===== src/shared/fault_pkg.sv =====
package fault_pkg;
    // ****************************************************************
    // Register map
    // ****************************************************************
    localparam logic [7:0] ADDR_CTRL     = 8'h00;
    localparam logic [7:0] ADDR_EVENT    = 8'h04;
    localparam logic [7:0] ADDR_CODE     = 8'h08;
    localparam logic [7:0] ADDR_PENDING  = 8'h0c;
    localparam logic [7:0] ADDR_DETAIL   = 8'h10;
    localparam logic [7:0] ADDR_UNIT     = 8'h14;
    localparam logic [7:0] ADDR_LAMPS    = 8'h18;
    localparam logic [7:0] ADDR_RESTART  = 8'h1c;
    // CTRL fields
    localparam int CTRL_MODE_LSB   = 0;  // 2 bits
    localparam int CTRL_CLEAR_BIT  = 2;
    localparam int CTRL_USER_BIT   = 3;
    localparam int CTRL_UNUM_LSB   = 8;  // 8 bits BCD
    localparam logic [1:0] MODE_PROGRAM = 2'h0;
    localparam logic [1:0] MODE_MONITOR = 2'h1;
    localparam logic [1:0] MODE_RUN     = 2'h2;
    // ****************************************************************
    // Fault sources, lowest index served first
    // ****************************************************************
    localparam int NSRC = 11;
    localparam int SRC_8A = 0;
    localparam int SRC_8B = 1;
    localparam int SRC_9A = 2;
    localparam int SRC_9B = 3;
    localparam int SRC_9C = 4;
    localparam int SRC_9D = 5;
    localparam int SRC_F8 = 6;
    localparam int SRC_E7 = 7;
    localparam int SRC_B0 = 8;
    localparam int SRC_B1 = 9;
    localparam int SRC_D0 = 10;
    localparam int SRC_F7_NOTE = 11; // battery is a level input, see below
    localparam logic [7:0] CODE_NONE = 8'h00;
    localparam logic [7:0] CODE_8A = 8'h8a;
    localparam logic [7:0] CODE_8B = 8'h8b;
    localparam logic [7:0] CODE_9A = 8'h9a;
    localparam logic [7:0] CODE_9B = 8'h9b;
    localparam logic [7:0] CODE_9C = 8'h9c;
    localparam logic [7:0] CODE_9D = 8'h9d;
    localparam logic [7:0] CODE_F8 = 8'hf8;
    localparam logic [7:0] CODE_E7 = 8'he7;
    localparam logic [7:0] CODE_B0 = 8'hb0;
    localparam logic [7:0] CODE_B1 = 8'hb1;
    localparam logic [7:0] CODE_D0 = 8'hd0;
    localparam logic [7:0] CODE_F7 = 8'hf7;
    // ****************************************************************
    // Timing at 100 MHz
    // ****************************************************************
    localparam int CLK_MHZ          = 100;
    localparam int ISR_LIMIT_MS     = 10;
    localparam int CYCLE_LIMIT_MS   = 100;
    localparam int ISR_LIMIT_CYC    = ISR_LIMIT_MS * 1000 * CLK_MHZ;
    localparam int CYCLE_LIMIT_CYC  = CYCLE_LIMIT_MS * 1000 * CLK_MHZ;
    localparam int BLINK_HALF_MS    = 250;
    localparam int BLINK_HALF_CYC   = BLINK_HALF_MS * 1000 * CLK_MHZ;
    localparam logic [31:0] RESET_ZERO = 32'h0000_0000;
endpackage : fault_pkg


===== src/rtl/blink_gen.sv =====
`timescale 1ns/1ps
// ********************************************************************
// Square wave for the flashing fault lamp
// ********************************************************************
module blink_gen #(
    parameter int HALF_CYC = fault_pkg::BLINK_HALF_CYC
) (
    input  wire logic aclk,
    input  wire logic aresetn,
    input  wire logic enable,
    output logic      wave
);
    logic [31:0] cnt_q;
    always_ff @(posedge aclk) begin
        if (!aresetn || !enable) begin
            cnt_q <= 32'h0000_0000;
            wave  <= 1'b0;
        end else if (cnt_q >= 32'(HALF_CYC - 1)) begin
            cnt_q <= 32'h0000_0000;
            wave  <= ~wave;
        end else begin
            cnt_q <= cnt_q + 32'h0000_0001;
        end
    end
endmodule : blink_gen


===== src/rtl/nonfatal_fault_reporter.sv =====
`timescale 1ns/1ps
module nonfatal_fault_reporter #(
    parameter int ISR_LIMIT   = fault_pkg::ISR_LIMIT_CYC,
    parameter int CYCLE_LIMIT = fault_pkg::CYCLE_LIMIT_CYC,
    parameter int BLINK_HALF  = fault_pkg::BLINK_HALF_CYC,
    parameter int NUNITS      = 10
) (
    input  wire logic        aclk,
    input  wire logic        aresetn,
    // AXI4-Lite slave
    input  wire logic [7:0]  s_axi_awaddr,
    input  wire logic        s_axi_awvalid,
    output logic             s_axi_awready,
    input  wire logic [31:0] s_axi_wdata,
    input  wire logic [3:0]  s_axi_wstrb,
    input  wire logic        s_axi_wvalid,
    output logic             s_axi_wready,
    output logic [1:0]       s_axi_bresp,
    output logic             s_axi_bvalid,
    input  wire logic        s_axi_bready,
    input  wire logic [7:0]  s_axi_araddr,
    input  wire logic        s_axi_arvalid,
    output logic             s_axi_arready,
    output logic [31:0]      s_axi_rdata,
    output logic [1:0]       s_axi_rresp,
    output logic             s_axi_rvalid,
    input  wire logic        s_axi_rready,
    // Detection sources inside the CPU, same clock
    input  wire logic        intr_xfer_fail,
    input  wire logic        isr_active,
    input  wire logic        remote_or_link_busy,
    input  wire logic        refresh_kind_mismatch,
    input  wire logic        dense_xfer_fail,
    input  wire logic [NUNITS-1:0] dense_unit_id,
    input  wire logic        setup_read,
    input  wire logic [2:0]  setup_bad_part,
    input  wire logic        comm_board_fault,
    input  wire logic        cassette_xfer_req,
    input  wire logic        memory_read_only,
    input  wire logic        memory_short,
    input  wire logic        cassette_sum_bad,
    input  wire logic        scan_start,
    input  wire logic        io_table_mismatch,
    input  wire logic        remote_fail,
    input  wire logic        remote_master,
    input  wire logic        special_unit_fail,
    input  wire logic [3:0]  special_unit_num,
    // Battery detector is an analog pin
    input  wire logic        battery_weak_pin,
    // Status outputs
    output logic [7:0]       fault_code,
    output logic             fault_lamp,
    output logic             power_lamp,
    output logic             run_lamp,
    output logic             program_run,
    output logic [15:0]      restart_bits
);
    logic [31:0] ctrl_q;
    logic [fault_pkg::NSRC-1:0] pend_q;
    logic [fault_pkg::NSRC-1:0] ev;
    logic        batt_s1_q, batt_s2_q, batt_pend_q;
    logic [7:0]  user_q, code_q;
    logic        user_pend_q;
    logic [2:0]  setup_part_q;
    logic        setup_seen_q;
    logic [NUNITS-1:0] dense_q;
    logic        remote_master_q;
    logic [3:0]  unit_q;
    logic [31:0] isr_cnt_q, cyc_cnt_q;
    logic        isr_flag_q;
    logic        user_stb, clear_stb, clear_ok, any_pend, blink;

    function automatic logic [7:0] code_of(input int idx);
        case (idx)
            fault_pkg::SRC_8A: code_of = fault_pkg::CODE_8A;
            fault_pkg::SRC_8B: code_of = fault_pkg::CODE_8B;
            fault_pkg::SRC_9A: code_of = fault_pkg::CODE_9A;
            fault_pkg::SRC_9B: code_of = fault_pkg::CODE_9B;
            fault_pkg::SRC_9C: code_of = fault_pkg::CODE_9C;
            fault_pkg::SRC_9D: code_of = fault_pkg::CODE_9D;
            fault_pkg::SRC_F8: code_of = fault_pkg::CODE_F8;
            fault_pkg::SRC_E7: code_of = fault_pkg::CODE_E7;
            fault_pkg::SRC_B0: code_of = fault_pkg::CODE_B0;
            fault_pkg::SRC_B1: code_of = fault_pkg::CODE_B1;
            fault_pkg::SRC_D0: code_of = fault_pkg::CODE_D0;
            default:           code_of = fault_pkg::CODE_NONE;
        endcase
    endfunction : code_of

    function automatic logic bcd_ok(input logic [7:0] v);
        bcd_ok = (v[7:4] <= 4'h9) && (v[3:0] <= 4'h9) && (v != 8'h00);
    endfunction : bcd_ok

    // ****************************************************************
    // AXI4-Lite slave: single beat, answers one cycle after both taken
    // ****************************************************************
    logic        aw_held_q, w_held_q;
    logic [7:0]  aw_addr_q;
    logic [31:0] w_data_q;
    logic [3:0]  w_strb_q;
    logic        wr_fire;
    assign s_axi_awready = !aw_held_q && !s_axi_bvalid;
    assign s_axi_wready  = !w_held_q && !s_axi_bvalid;
    assign s_axi_arready = !s_axi_rvalid;
    assign wr_fire       = aw_held_q && w_held_q;

    always_ff @(posedge aclk) begin
        if (!aresetn) begin
            aw_held_q <= 1'b0;
            w_held_q  <= 1'b0;
            aw_addr_q <= 8'h00;
            w_data_q  <= 32'h0000_0000;
            w_strb_q  <= 4'h0;
            s_axi_bvalid <= 1'b0;
            s_axi_bresp  <= 2'h0;
        end else begin
            if (s_axi_awvalid && s_axi_awready) begin
                aw_held_q <= 1'b1;
                aw_addr_q <= s_axi_awaddr;
            end
            if (s_axi_wvalid && s_axi_wready) begin
                w_held_q <= 1'b1;
                w_data_q <= s_axi_wdata;
                w_strb_q <= s_axi_wstrb;
            end
            if (wr_fire) begin
                aw_held_q    <= 1'b0;
                w_held_q     <= 1'b0;
                s_axi_bvalid <= 1'b1;
                s_axi_bresp  <= (aw_addr_q == fault_pkg::ADDR_CTRL ||
                                 aw_addr_q == fault_pkg::ADDR_RESTART) ? 2'h0 : 2'h2;
            end else if (s_axi_bvalid && s_axi_bready) begin
                s_axi_bvalid <= 1'b0;
            end
        end
    end

    // Control word; clear and user strobe bits self-clear
    logic ctrl_wr, rst_wr;
    assign ctrl_wr   = wr_fire && aw_addr_q == fault_pkg::ADDR_CTRL;
    assign rst_wr    = wr_fire && aw_addr_q == fault_pkg::ADDR_RESTART;
    assign user_stb  = ctrl_wr && w_strb_q[0] && w_data_q[fault_pkg::CTRL_USER_BIT];
    assign clear_stb = ctrl_wr && w_strb_q[0] && w_data_q[fault_pkg::CTRL_CLEAR_BIT];
    assign clear_ok  = clear_stb && ctrl_q[1:0] == fault_pkg::MODE_PROGRAM;

    always_ff @(posedge aclk) begin
        if (!aresetn) begin
            ctrl_q <= fault_pkg::RESET_ZERO;
        end else if (ctrl_wr) begin
            for (int b = 0; b < 4; b++) begin
                if (w_strb_q[b]) ctrl_q[b*8 +: 8] <= w_data_q[b*8 +: 8];
            end
            ctrl_q[fault_pkg::CTRL_CLEAR_BIT] <= 1'b0;
            ctrl_q[fault_pkg::CTRL_USER_BIT]  <= 1'b0;
        end
    end

    always_ff @(posedge aclk) begin
        if (!aresetn) begin
            restart_bits <= 16'h0000;
        end else if (rst_wr) begin
            restart_bits <= restart_bits ^ w_data_q[15:0];
        end
    end

    // ****************************************************************
    // Detection
    // ****************************************************************
    always_ff @(posedge aclk) begin
        if (!aresetn || !isr_active) begin
            isr_cnt_q  <= 32'h0000_0000;
            isr_flag_q <= 1'b0;
        end else begin
            if (remote_or_link_busy && isr_cnt_q < 32'(ISR_LIMIT)) begin
                isr_cnt_q <= isr_cnt_q + 32'h0000_0001;
            end
            if (isr_cnt_q == 32'(ISR_LIMIT - 1) && remote_or_link_busy) begin
                isr_flag_q <= 1'b1;
            end
        end
    end

    always_ff @(posedge aclk) begin
        if (!aresetn || scan_start) begin
            cyc_cnt_q <= 32'h0000_0000;
        end else if (cyc_cnt_q <= 32'(CYCLE_LIMIT)) begin
            cyc_cnt_q <= cyc_cnt_q + 32'h0000_0001;
        end
    end

    always_comb begin
        ev = '0;
        ev[fault_pkg::SRC_8A] = intr_xfer_fail;
        ev[fault_pkg::SRC_8B] = (isr_cnt_q == 32'(ISR_LIMIT - 1) && remote_or_link_busy
                                 && isr_active && !isr_flag_q)
                                || refresh_kind_mismatch;
        ev[fault_pkg::SRC_9A] = dense_xfer_fail;
        ev[fault_pkg::SRC_9B] = setup_read && !setup_seen_q
                                && setup_bad_part != 3'h0;
        ev[fault_pkg::SRC_9C] = comm_board_fault;
        ev[fault_pkg::SRC_9D] = cassette_xfer_req &&
                                (ctrl_q[1:0] != fault_pkg::MODE_PROGRAM ||
                                 memory_read_only || memory_short ||
                                 cassette_sum_bad);
        ev[fault_pkg::SRC_F8] = cyc_cnt_q == 32'(CYCLE_LIMIT);
        ev[fault_pkg::SRC_E7] = io_table_mismatch;
        ev[fault_pkg::SRC_B0] = remote_fail && !remote_master;
        ev[fault_pkg::SRC_B1] = remote_fail && remote_master;
        ev[fault_pkg::SRC_D0] = special_unit_fail;
    end

    // Detail words; first setup read only, per the first use
    always_ff @(posedge aclk) begin
        if (!aresetn) begin
            setup_seen_q    <= 1'b0;
            setup_part_q    <= 3'h0;
            dense_q         <= '0;
            remote_master_q <= 1'b0;
            unit_q          <= 4'h0;
        end else begin
            if (setup_read) begin
                setup_seen_q <= 1'b1;
            end
            if (ev[fault_pkg::SRC_9B]) begin
                setup_part_q <= setup_bad_part;
            end
            if (dense_xfer_fail) begin
                dense_q <= dense_q | dense_unit_id;
            end
            if (remote_fail) begin
                remote_master_q <= remote_master;
            end
            if (special_unit_fail) begin
                unit_q <= special_unit_num;
            end
        end
    end

    always_ff @(posedge aclk) begin
        if (!aresetn) begin
            batt_s1_q <= 1'b0;
            batt_s2_q <= 1'b0;
        end else begin
            batt_s1_q <= battery_weak_pin;
            batt_s2_q <= batt_s1_q;
        end
    end

    // ****************************************************************
    // Pending set and current code; a new event beats a clear
    // ****************************************************************
    logic [7:0] next_code;
    logic [fault_pkg::NSRC-1:0] pend_next;
    always_comb begin
        pend_next = pend_q | ev;
        next_code = fault_pkg::CODE_NONE;
        if (batt_pend_q || batt_s2_q) begin
            next_code = fault_pkg::CODE_F7;
        end
        for (int i = fault_pkg::NSRC - 1; i >= 0; i--) begin
            if (pend_next[i]) next_code = code_of(i);
        end
        if (user_pend_q) begin
            next_code = user_q;
        end
    end

    always_ff @(posedge aclk) begin
        if (!aresetn) begin
            pend_q      <= '0;
            batt_pend_q <= 1'b0;
            user_pend_q <= 1'b0;
            user_q      <= 8'h00;
        end else begin
            pend_q      <= pend_q | ev;
            batt_pend_q <= batt_pend_q | batt_s2_q;
            if (user_stb && bcd_ok(ctrl_q[15:8])) begin
                user_pend_q <= 1'b1;
                user_q      <= ctrl_q[15:8];
            end else if (user_stb && ctrl_q[15:8] == 8'h00) begin
                // Drop only the shown code, the rest move up
                if (user_pend_q) begin
                    user_pend_q <= 1'b0;
                end else begin
                    for (int i = 0; i < fault_pkg::NSRC; i++) begin
                        if (code_of(i) == code_q && !ev[i]) pend_q[i] <= 1'b0;
                    end
                    if (code_q == fault_pkg::CODE_F7 && !batt_s2_q) batt_pend_q <= 1'b0;
                end
            end else if (clear_ok) begin
                user_pend_q <= 1'b0;
                pend_q      <= ev;
                batt_pend_q <= batt_s2_q;
            end
        end
    end

    always_ff @(posedge aclk) begin
        if (!aresetn) begin
            code_q <= fault_pkg::CODE_NONE;
        end else begin
            code_q <= next_code;
        end
    end

    assign any_pend   = code_q != fault_pkg::CODE_NONE;
    assign fault_code = code_q;

    blink_gen #(
        .HALF_CYC (BLINK_HALF)
    ) u_blink (
        .aclk    (aclk),
        .aresetn (aresetn),
        .enable  (any_pend),
        .wave    (blink)
    );

    // Lamps: nonfatal faults never stop the scan
    always_ff @(posedge aclk) begin
        if (!aresetn) begin
            fault_lamp  <= 1'b0;
            power_lamp  <= 1'b0;
            run_lamp    <= 1'b0;
            program_run <= 1'b0;
        end else begin
            power_lamp  <= 1'b1;
            run_lamp    <= ctrl_q[1:0] != fault_pkg::MODE_PROGRAM;
            program_run <= ctrl_q[1:0] != fault_pkg::MODE_PROGRAM;
            fault_lamp  <= any_pend && !blink;
        end
    end

    // ****************************************************************
    // Read path
    // ****************************************************************
    always_ff @(posedge aclk) begin
        if (!aresetn) begin
            s_axi_rvalid <= 1'b0;
            s_axi_rdata  <= 32'h0000_0000;
            s_axi_rresp  <= 2'h0;
        end else if (s_axi_arvalid && s_axi_arready) begin
            s_axi_rvalid <= 1'b1;
            s_axi_rresp  <= 2'h0;
            case (s_axi_araddr)
                fault_pkg::ADDR_CTRL:    s_axi_rdata <= ctrl_q;
                fault_pkg::ADDR_EVENT:   s_axi_rdata <= 32'(pend_q);
                fault_pkg::ADDR_CODE:    s_axi_rdata <= {24'h000000, code_q};
                fault_pkg::ADDR_PENDING: s_axi_rdata <= {user_pend_q, batt_pend_q,
                                                         19'h00000, pend_q};
                fault_pkg::ADDR_DETAIL:  s_axi_rdata <= {remote_master_q, 28'h0000000,
                                                         setup_part_q};
                fault_pkg::ADDR_UNIT:    s_axi_rdata <= {12'h000, 16'(dense_q), unit_q};
                fault_pkg::ADDR_LAMPS:   s_axi_rdata <= {29'h00000000, fault_lamp,
                                                         run_lamp, power_lamp};
                fault_pkg::ADDR_RESTART: s_axi_rdata <= {16'h0000, restart_bits};
                default: begin
                    s_axi_rdata <= 32'h0000_0000;
                    s_axi_rresp <= 2'h2;
                end
            endcase
        end else if (s_axi_rvalid && s_axi_rready) begin
            s_axi_rvalid <= 1'b0;
        end
    end

    // ****************************************************************
    // Checks
    // ****************************************************************
    a_wdog_code: assert property (@(posedge aclk) disable iff (!aresetn)
        ev[fault_pkg::SRC_F8] |=> pend_q[fault_pkg::SRC_F8])
        else $error("watchdog overrun not recorded");
    a_remote_sel: assert property (@(posedge aclk) disable iff (!aresetn)
        remote_fail && remote_master |=> pend_q[fault_pkg::SRC_B1])
        else $error("remote master 1 fault not recorded");
    a_clear_mode: assert property (@(posedge aclk) disable iff (!aresetn)
        clear_stb && ctrl_q[1:0] != fault_pkg::MODE_PROGRAM && !user_stb
        |=> pend_q == ($past(pend_q) | $past(ev)))
        else $error("clear honoured outside program mode");
    a_lamp_off: assert property (@(posedge aclk) disable iff (!aresetn)
        code_q == fault_pkg::CODE_NONE |=> !fault_lamp)
        else $error("fault lamp lit with no code");
    a_run_on: assert property (@(posedge aclk) disable iff (!aresetn)
        any_pend && ctrl_q[1:0] == fault_pkg::MODE_RUN ##1 ctrl_q[1:0] == fault_pkg::MODE_RUN
        |-> run_lamp && program_run)
        else $error("run dropped on nonfatal fault");
    a_code_shown: assert property (@(posedge aclk) disable iff (!aresetn)
        pend_q[fault_pkg::SRC_8A] && !user_pend_q |-> ##1 code_q == fault_pkg::CODE_8A)
        else $error("8A not shown first");
    a_user_code: assert property (@(posedge aclk) disable iff (!aresetn)
        user_stb && bcd_ok(ctrl_q[15:8]) |=> ##1 code_q == $past(ctrl_q[15:8], 2))
        else $error("user fault code not shown");
    a_setup_bits: assert property (@(posedge aclk) disable iff (!aresetn)
        ev[fault_pkg::SRC_9B] |=> setup_part_q == $past(setup_bad_part))
        else $error("setup part bits wrong");
    a_battery: assert property (@(posedge aclk) disable iff (!aresetn)
        batt_s2_q |=> batt_pend_q)
        else $error("battery fault lost");
    c_user_fault: cover property (@(posedge aclk) disable iff (!aresetn) user_stb);
    c_multi: cover property (@(posedge aclk) disable iff (!aresetn)
        pend_q[fault_pkg::SRC_9C] && pend_q[fault_pkg::SRC_E7]);
    c_clear: cover property (@(posedge aclk) disable iff (!aresetn) clear_ok);
endmodule : nonfatal_fault_reporter


===== config.mk =====
export PLATFORM = sky130hd
export DESIGN_NAME = nonfatal_fault_reporter
export DESIGN_NICKNAME = d
export VERILOG_FILES = /design/src/shared/fault_pkg.sv /design/src/rtl/blink_gen.sv /design/src/rtl/nonfatal_fault_reporter.sv
export SDC_FILE = /design/constraint.sdc
export NUM_CORES = 1
export LEC_CHECK = 0
export BUFFER_PORTS_ARGS = -buffer_cell sky130_fd_sc_hd__buf_2
export CELL_PAD_IN_SITES_DETAIL_PLACEMENT = 1
export CELL_PAD_IN_SITES_GLOBAL_PLACEMENT = 2
export CORE_MARGIN = 5
export CORE_UTILIZATION = 39
export CTS_BUF_LIST = sky130_fd_sc_hd__clkbuf_8
export DETAILED_ROUTE_END_ITERATION = 6
export GPL_ROUTABILITY_DRIVEN = 1
export GPL_TIMING_DRIVEN = 0
export PLACE_DENSITY_LB_ADDON = 0.1
export SLEW_MARGIN = 20
export SYNTH_ARGS = -nofsm -noshare
export SYNTH_HDL_FRONTEND = slang
export SYNTH_SLANG_ARGS = --single-unit

===== constraint.sdc =====
create_clock -name aclk -period 3.9 [get_ports aclk]
set_input_delay 0 -clock aclk [delete_from_list [all_inputs] [get_ports aclk]]
set_output_delay 0 -clock aclk [all_outputs]
set_load 0.01 [all_outputs]

==> impl_metrics.py <==
metrics = {
    "global_routing": {
        "grt_first_pass_wirelength_um": 61900,
        "first_global_vias": 11500,
        "grt-ovfl-total": 0,
        "antenna_found_initial": 1,
        "grt_max_degree": 12,
        "grt_use_total_pct": 23.0,
    },
    "worst_setup_path": {
        "endpoint": "aw_addr_q[7]$_SDFFE_PN0P_",
        "reg2reg_from": "aw_addr_q[1]$_SDFFE_PN0P_",
        "end_kind": "flip-flop",
        "crit_arrival_ps": 3320,
        "max_stage_delay_ps": 620,
        "cp_max_fo": 10,
        "critPathBufInv": 6,
        "cp.depth": 7,
        "startpoint": "aresetn",
        "critPathKind": "in2reg",
        "worstPathCellList": "dlygate4sd3_1, buf_2, clkbuf_1, clkbuf_1, clkbuf_1, a21boi_0, dlygate4sd3_1",
        "r2r_slack_ps": 1190,
        "crit_required_ps": 4390,
        "crit_top_cell": "clkbuf_1",
        "critPathTopFamily": "buffers and inverters",
        "ff2ff_path_depth": 8,
        "r2r-end": "pend_q[8]$_SDFF_PN0_",
        "start_kind": "input port",
        "cp_slowest_cell": "clkbuf_1",
    },
    "logic_synthesis": {
        "async_flop_share_pct": 0,
        "synth-simple-area-share_pct": 26.6,
        "synth-compound-area-share_pct": 15.6,
        "synthCells": 1349,
        "avgSynthCellArea_um2": 8.63,
        "netlist_area_um2": 11600,
        "ys_seq_elements": 279,
        "yosysSeqAreaShare_pct": 48.0,
        "synth_ff_type": "dfxtp_1",
        "synthXorXnorAreaFrac_pct": 4.37,
        "yosys_warnings": 0,
        "synth_top_family_by_area": "simple AND/OR/NAND/NOR gates",
        "synthAdderAreaFrac_pct": 0.430,
        "synth_edf_count": 0,
        "synth_cell_type_count": 61,
        "synth_mux_area_share_pct": 1.91,
    },
    "detailed_routing": {
        "drcViolationCount": 0,
        "wl_per_cell_um": 18.6,
        "firstDrtPassIters": 5,
        "drt-initial-drc-count": 515,
        "vias": 10900,
        "drt-total-wl_um": 38900,
        "drtAntennaViolNets": 0,
        "viasPerCell": 5.20,
    },
    "cts": {
        "clock_sinks": 279,
        "h-tree-depth": 2,
        "post_cts_resized": 0,
        "cts_tree": "done",
        "cts_buffer_depth": 3,
        "clock_latency_ps": 560,
        "cts_root_buffer": "clkbuf_8",
        "post-cts-setup-buffer-count": 0,
        "cts-buffers-inserted": 49,
        "path_clk_slew_ps": 60,
    },
    "layout": {
        "fin_area_um2": 15000,
        "drive_gt1_share_pct": 15.1,
        "fill_cells": 3580,
        "layout.nets": 1759,
        "area_delta_synth_final_pct": 28.6,
    },
    "sta": {
        "rsz0062_at_grt": "false",
        "fin_ws_ps": 1070,
        "tightest_slew_ps": 884,
        "setup_viol": 0,
        "fin_crit_ps": 2830,
        "setup_tns_ps": 0,
        "drv_slew": 0,
        "finalCritPeriodShare_pct": 72.7,
        "finalClockSkew_ps": 17.6,
        "max_freq_mhz": 353,
        "finalHoldViolCount": 0,
        "slew-limit-headroom_pct": 40.6,
    },
    "worst_hold_path": {
        "min_path_type": "in2reg",
    },
    "floorplanning": {
        "rows": 63,
        "die_y_um": 183,
        "coreArea_um2": 29600,
        "io_pins": 162,
        "die_w_um": 183,
        "die-area_um2": 33400,
        "start_util_pct": 39.4,
    },
    "place": {
        "numPortBuffers": 157,
        "gp_congestion": 0.889,
        "dpl.hpwl_um": 27600,
        "dpl_cell_area_um2": 13000,
        "pre_cts_slack_ps": 1160,
    },
    "status": {
        "status": "finished, final reports clean",
    },
    "power_and_ir_drop": {
        "seqPwrFrac_pct": 47.6,
        "netSwitchingFraction_pct": 24.7,
        "ir_worst_vdd_v": 0.000240,
        "p_per_area_nw_per_um2": 419,
        "p_sw_w": 0.00155,
        "p_comb_share_pct": 7.7,
        "p_leak_nw": 5.71,
        "clock_power_share_pct": 44.8,
        "cellInternalPower_w": 0.00473,
        "power_w": 0.00628,
    },
    "flow_run": {
        "maxCapViolCount": 0,
    },
}
## per-stage QoR
step	hold WS (ps)	util, %	instances
after CTS	0.150	50.6	2090
after global placement	209	43.8	1904
after floorplan	27.7	-	1357
final	34.3	50.6	2091
after detailed placement	221	43.8	1904
after global routing	52.9	50.6	2091
## layout by cell type, fill, tap and decap left out, types with 8 or more instances in the layout
cell           instances
a21boi_0              96
a21oi_1               53
a222oi_1               8
a22oi_1                8
and2_1                34
and3_1                29
buf_2                163
clkbuf_1              59
clkbuf_8              67
conb_1                 9
dfxtp_1              279
dlygate4sd3_1         97
inv_1                 28
mux2i_1               20
nand2_1              232
nand2b_1              10
nand3_1               80
nand4_1               28
nor2_1                87
nor2b_1               36
nor3_1                16
nor4_1                15
o21ai_0               59
o31ai_1                8
or3_1                 23
xnor2_1               29
xor2_1                29
## power groups by stage
stage          logic [W]  registers (W)  clock network [W]
5_1_grt         0.000530        0.00299            0.00300
3_5_place_dp    0.000395        0.00304                  0
3_3_place_gp    0.000389        0.00304                  0
2_1_floorplan   0.000225        0.00302                  0
4_1_cts         0.000476        0.00298            0.00289
6_report        0.000481        0.00298            0.00281
## worst min path at each step
stage                                  from                        end  slack [ps]  cells past startpoint
after global placement           setup_read  setup_seen_q$_SDFFE_PN0P_         210                      2
after floorplan                     aresetn         power_lamp$_DFF_P_          30                      0
after CTS                      s_axi_wvalid   w_data_q[2]$_SDFFE_PN0P_         0.1                      4
final                          s_axi_wvalid   w_data_q[0]$_SDFFE_PN0P_          30                      4
after detailed placement         setup_read  setup_seen_q$_SDFFE_PN0P_         220                      2
after global routing      special_unit_fail     unit_q[0]$_SDFFE_PN0P_          50                      3
## cells by family after synthesis
| kind of cell | Yosys count |
|---|---|
| compound gates | 271 |
| xor+xnor | 58 |
| fa+ha+maj | 4 |
| buf+inv | 89 |
| flops | 279 |
| mux | 21 |
| other cells | 1 |
| simple gates | 626 |
## cells in the mapped netlist, types with 4 or more instances
cell / count / area [um2]
nor2b_1: 36 / 225
mux2i_1: 20 / 200
and2_1: 34 / 213
buf_2: 6 / 30.0
nand2b_1: 10 / 62.6
nor3_1: 16 / 80.1
or3_1: 23 / 144
o211a_1: 5 / 50.1
clkbuf_1: 59 / 221
o31ai_1: 8 / 60.1
nand3_1: 80 / 400
and4_1: 6 / 52.6
o21ai_0: 59 / 295
a222oi_1: 8 / 80.1
xor2_1: 29 / 254
a21oi_1: 53 / 265
a31oi_1: 4 / 25.0
a21boi_0: 96 / 721
dfxtp_1: 279 / 5590
a22oi_1: 8 / 60.1
nor4_2: 4 / 50.1
buf_1: 6 / 22.5
inv_1: 13 / 48.8
nor4b_1: 4 / 35.0
a32o_1: 6 / 60.1
nand2_1: 232 / 871
xnor2_1: 29 / 254
buf_4: 4 / 30.0
nand4_1: 28 / 175
and3_1: 29 / 181
nor3b_1: 7 / 52.6
ha_1: 4 / 50.1
a221oi_1: 5 / 43.8
nor4_1: 16 / 100
nor2_1: 87 / 327
## worst min-delay path: stages
cell	delay (ps)
buf_2	90
nand2_1	240
nand2_1	140
a21boi_0	70
## registers in the layout (all words and copies together), names as in the netlist, 11 cells and up
register and count:
s_axi_rdata 32, u_blink.cnt_q 32, ctrl_q 30, cyc_cnt_q 32
isr_cnt_q 32, pend_q 11, w_data_q 32, restart_bits 16
## routing by layer
metal	GRT usage (%)	wire length [um]	vias up
met1	31.3	18400	5203
met3	3.69	1850	52
met2	38.4	17900	269
met5	0	0	-
met4	5.52	704	0
li1	-	-	5341
## timing repair
item                                    CTS  global route
hold endpoints to repair                101             0
hold buffers                             97             0
endpoints found under the setup margin    0             0
## final cells by class
type,instances,area [um2],share of cell area [%]
antenna,1,2.50,0.0167
buffer,76,309,2.07
clock buffer,67,922,6.16
clock inverter,22,116,0.778
inverter,13,48.8,0.326
multi-input combinational,989,5740,38.3
sequential,279,5590,37.3
tap,390,488,3.26
timing repair buffer,254,1760,11.7
Note: power is estimated with default switching activity, not from simulation.
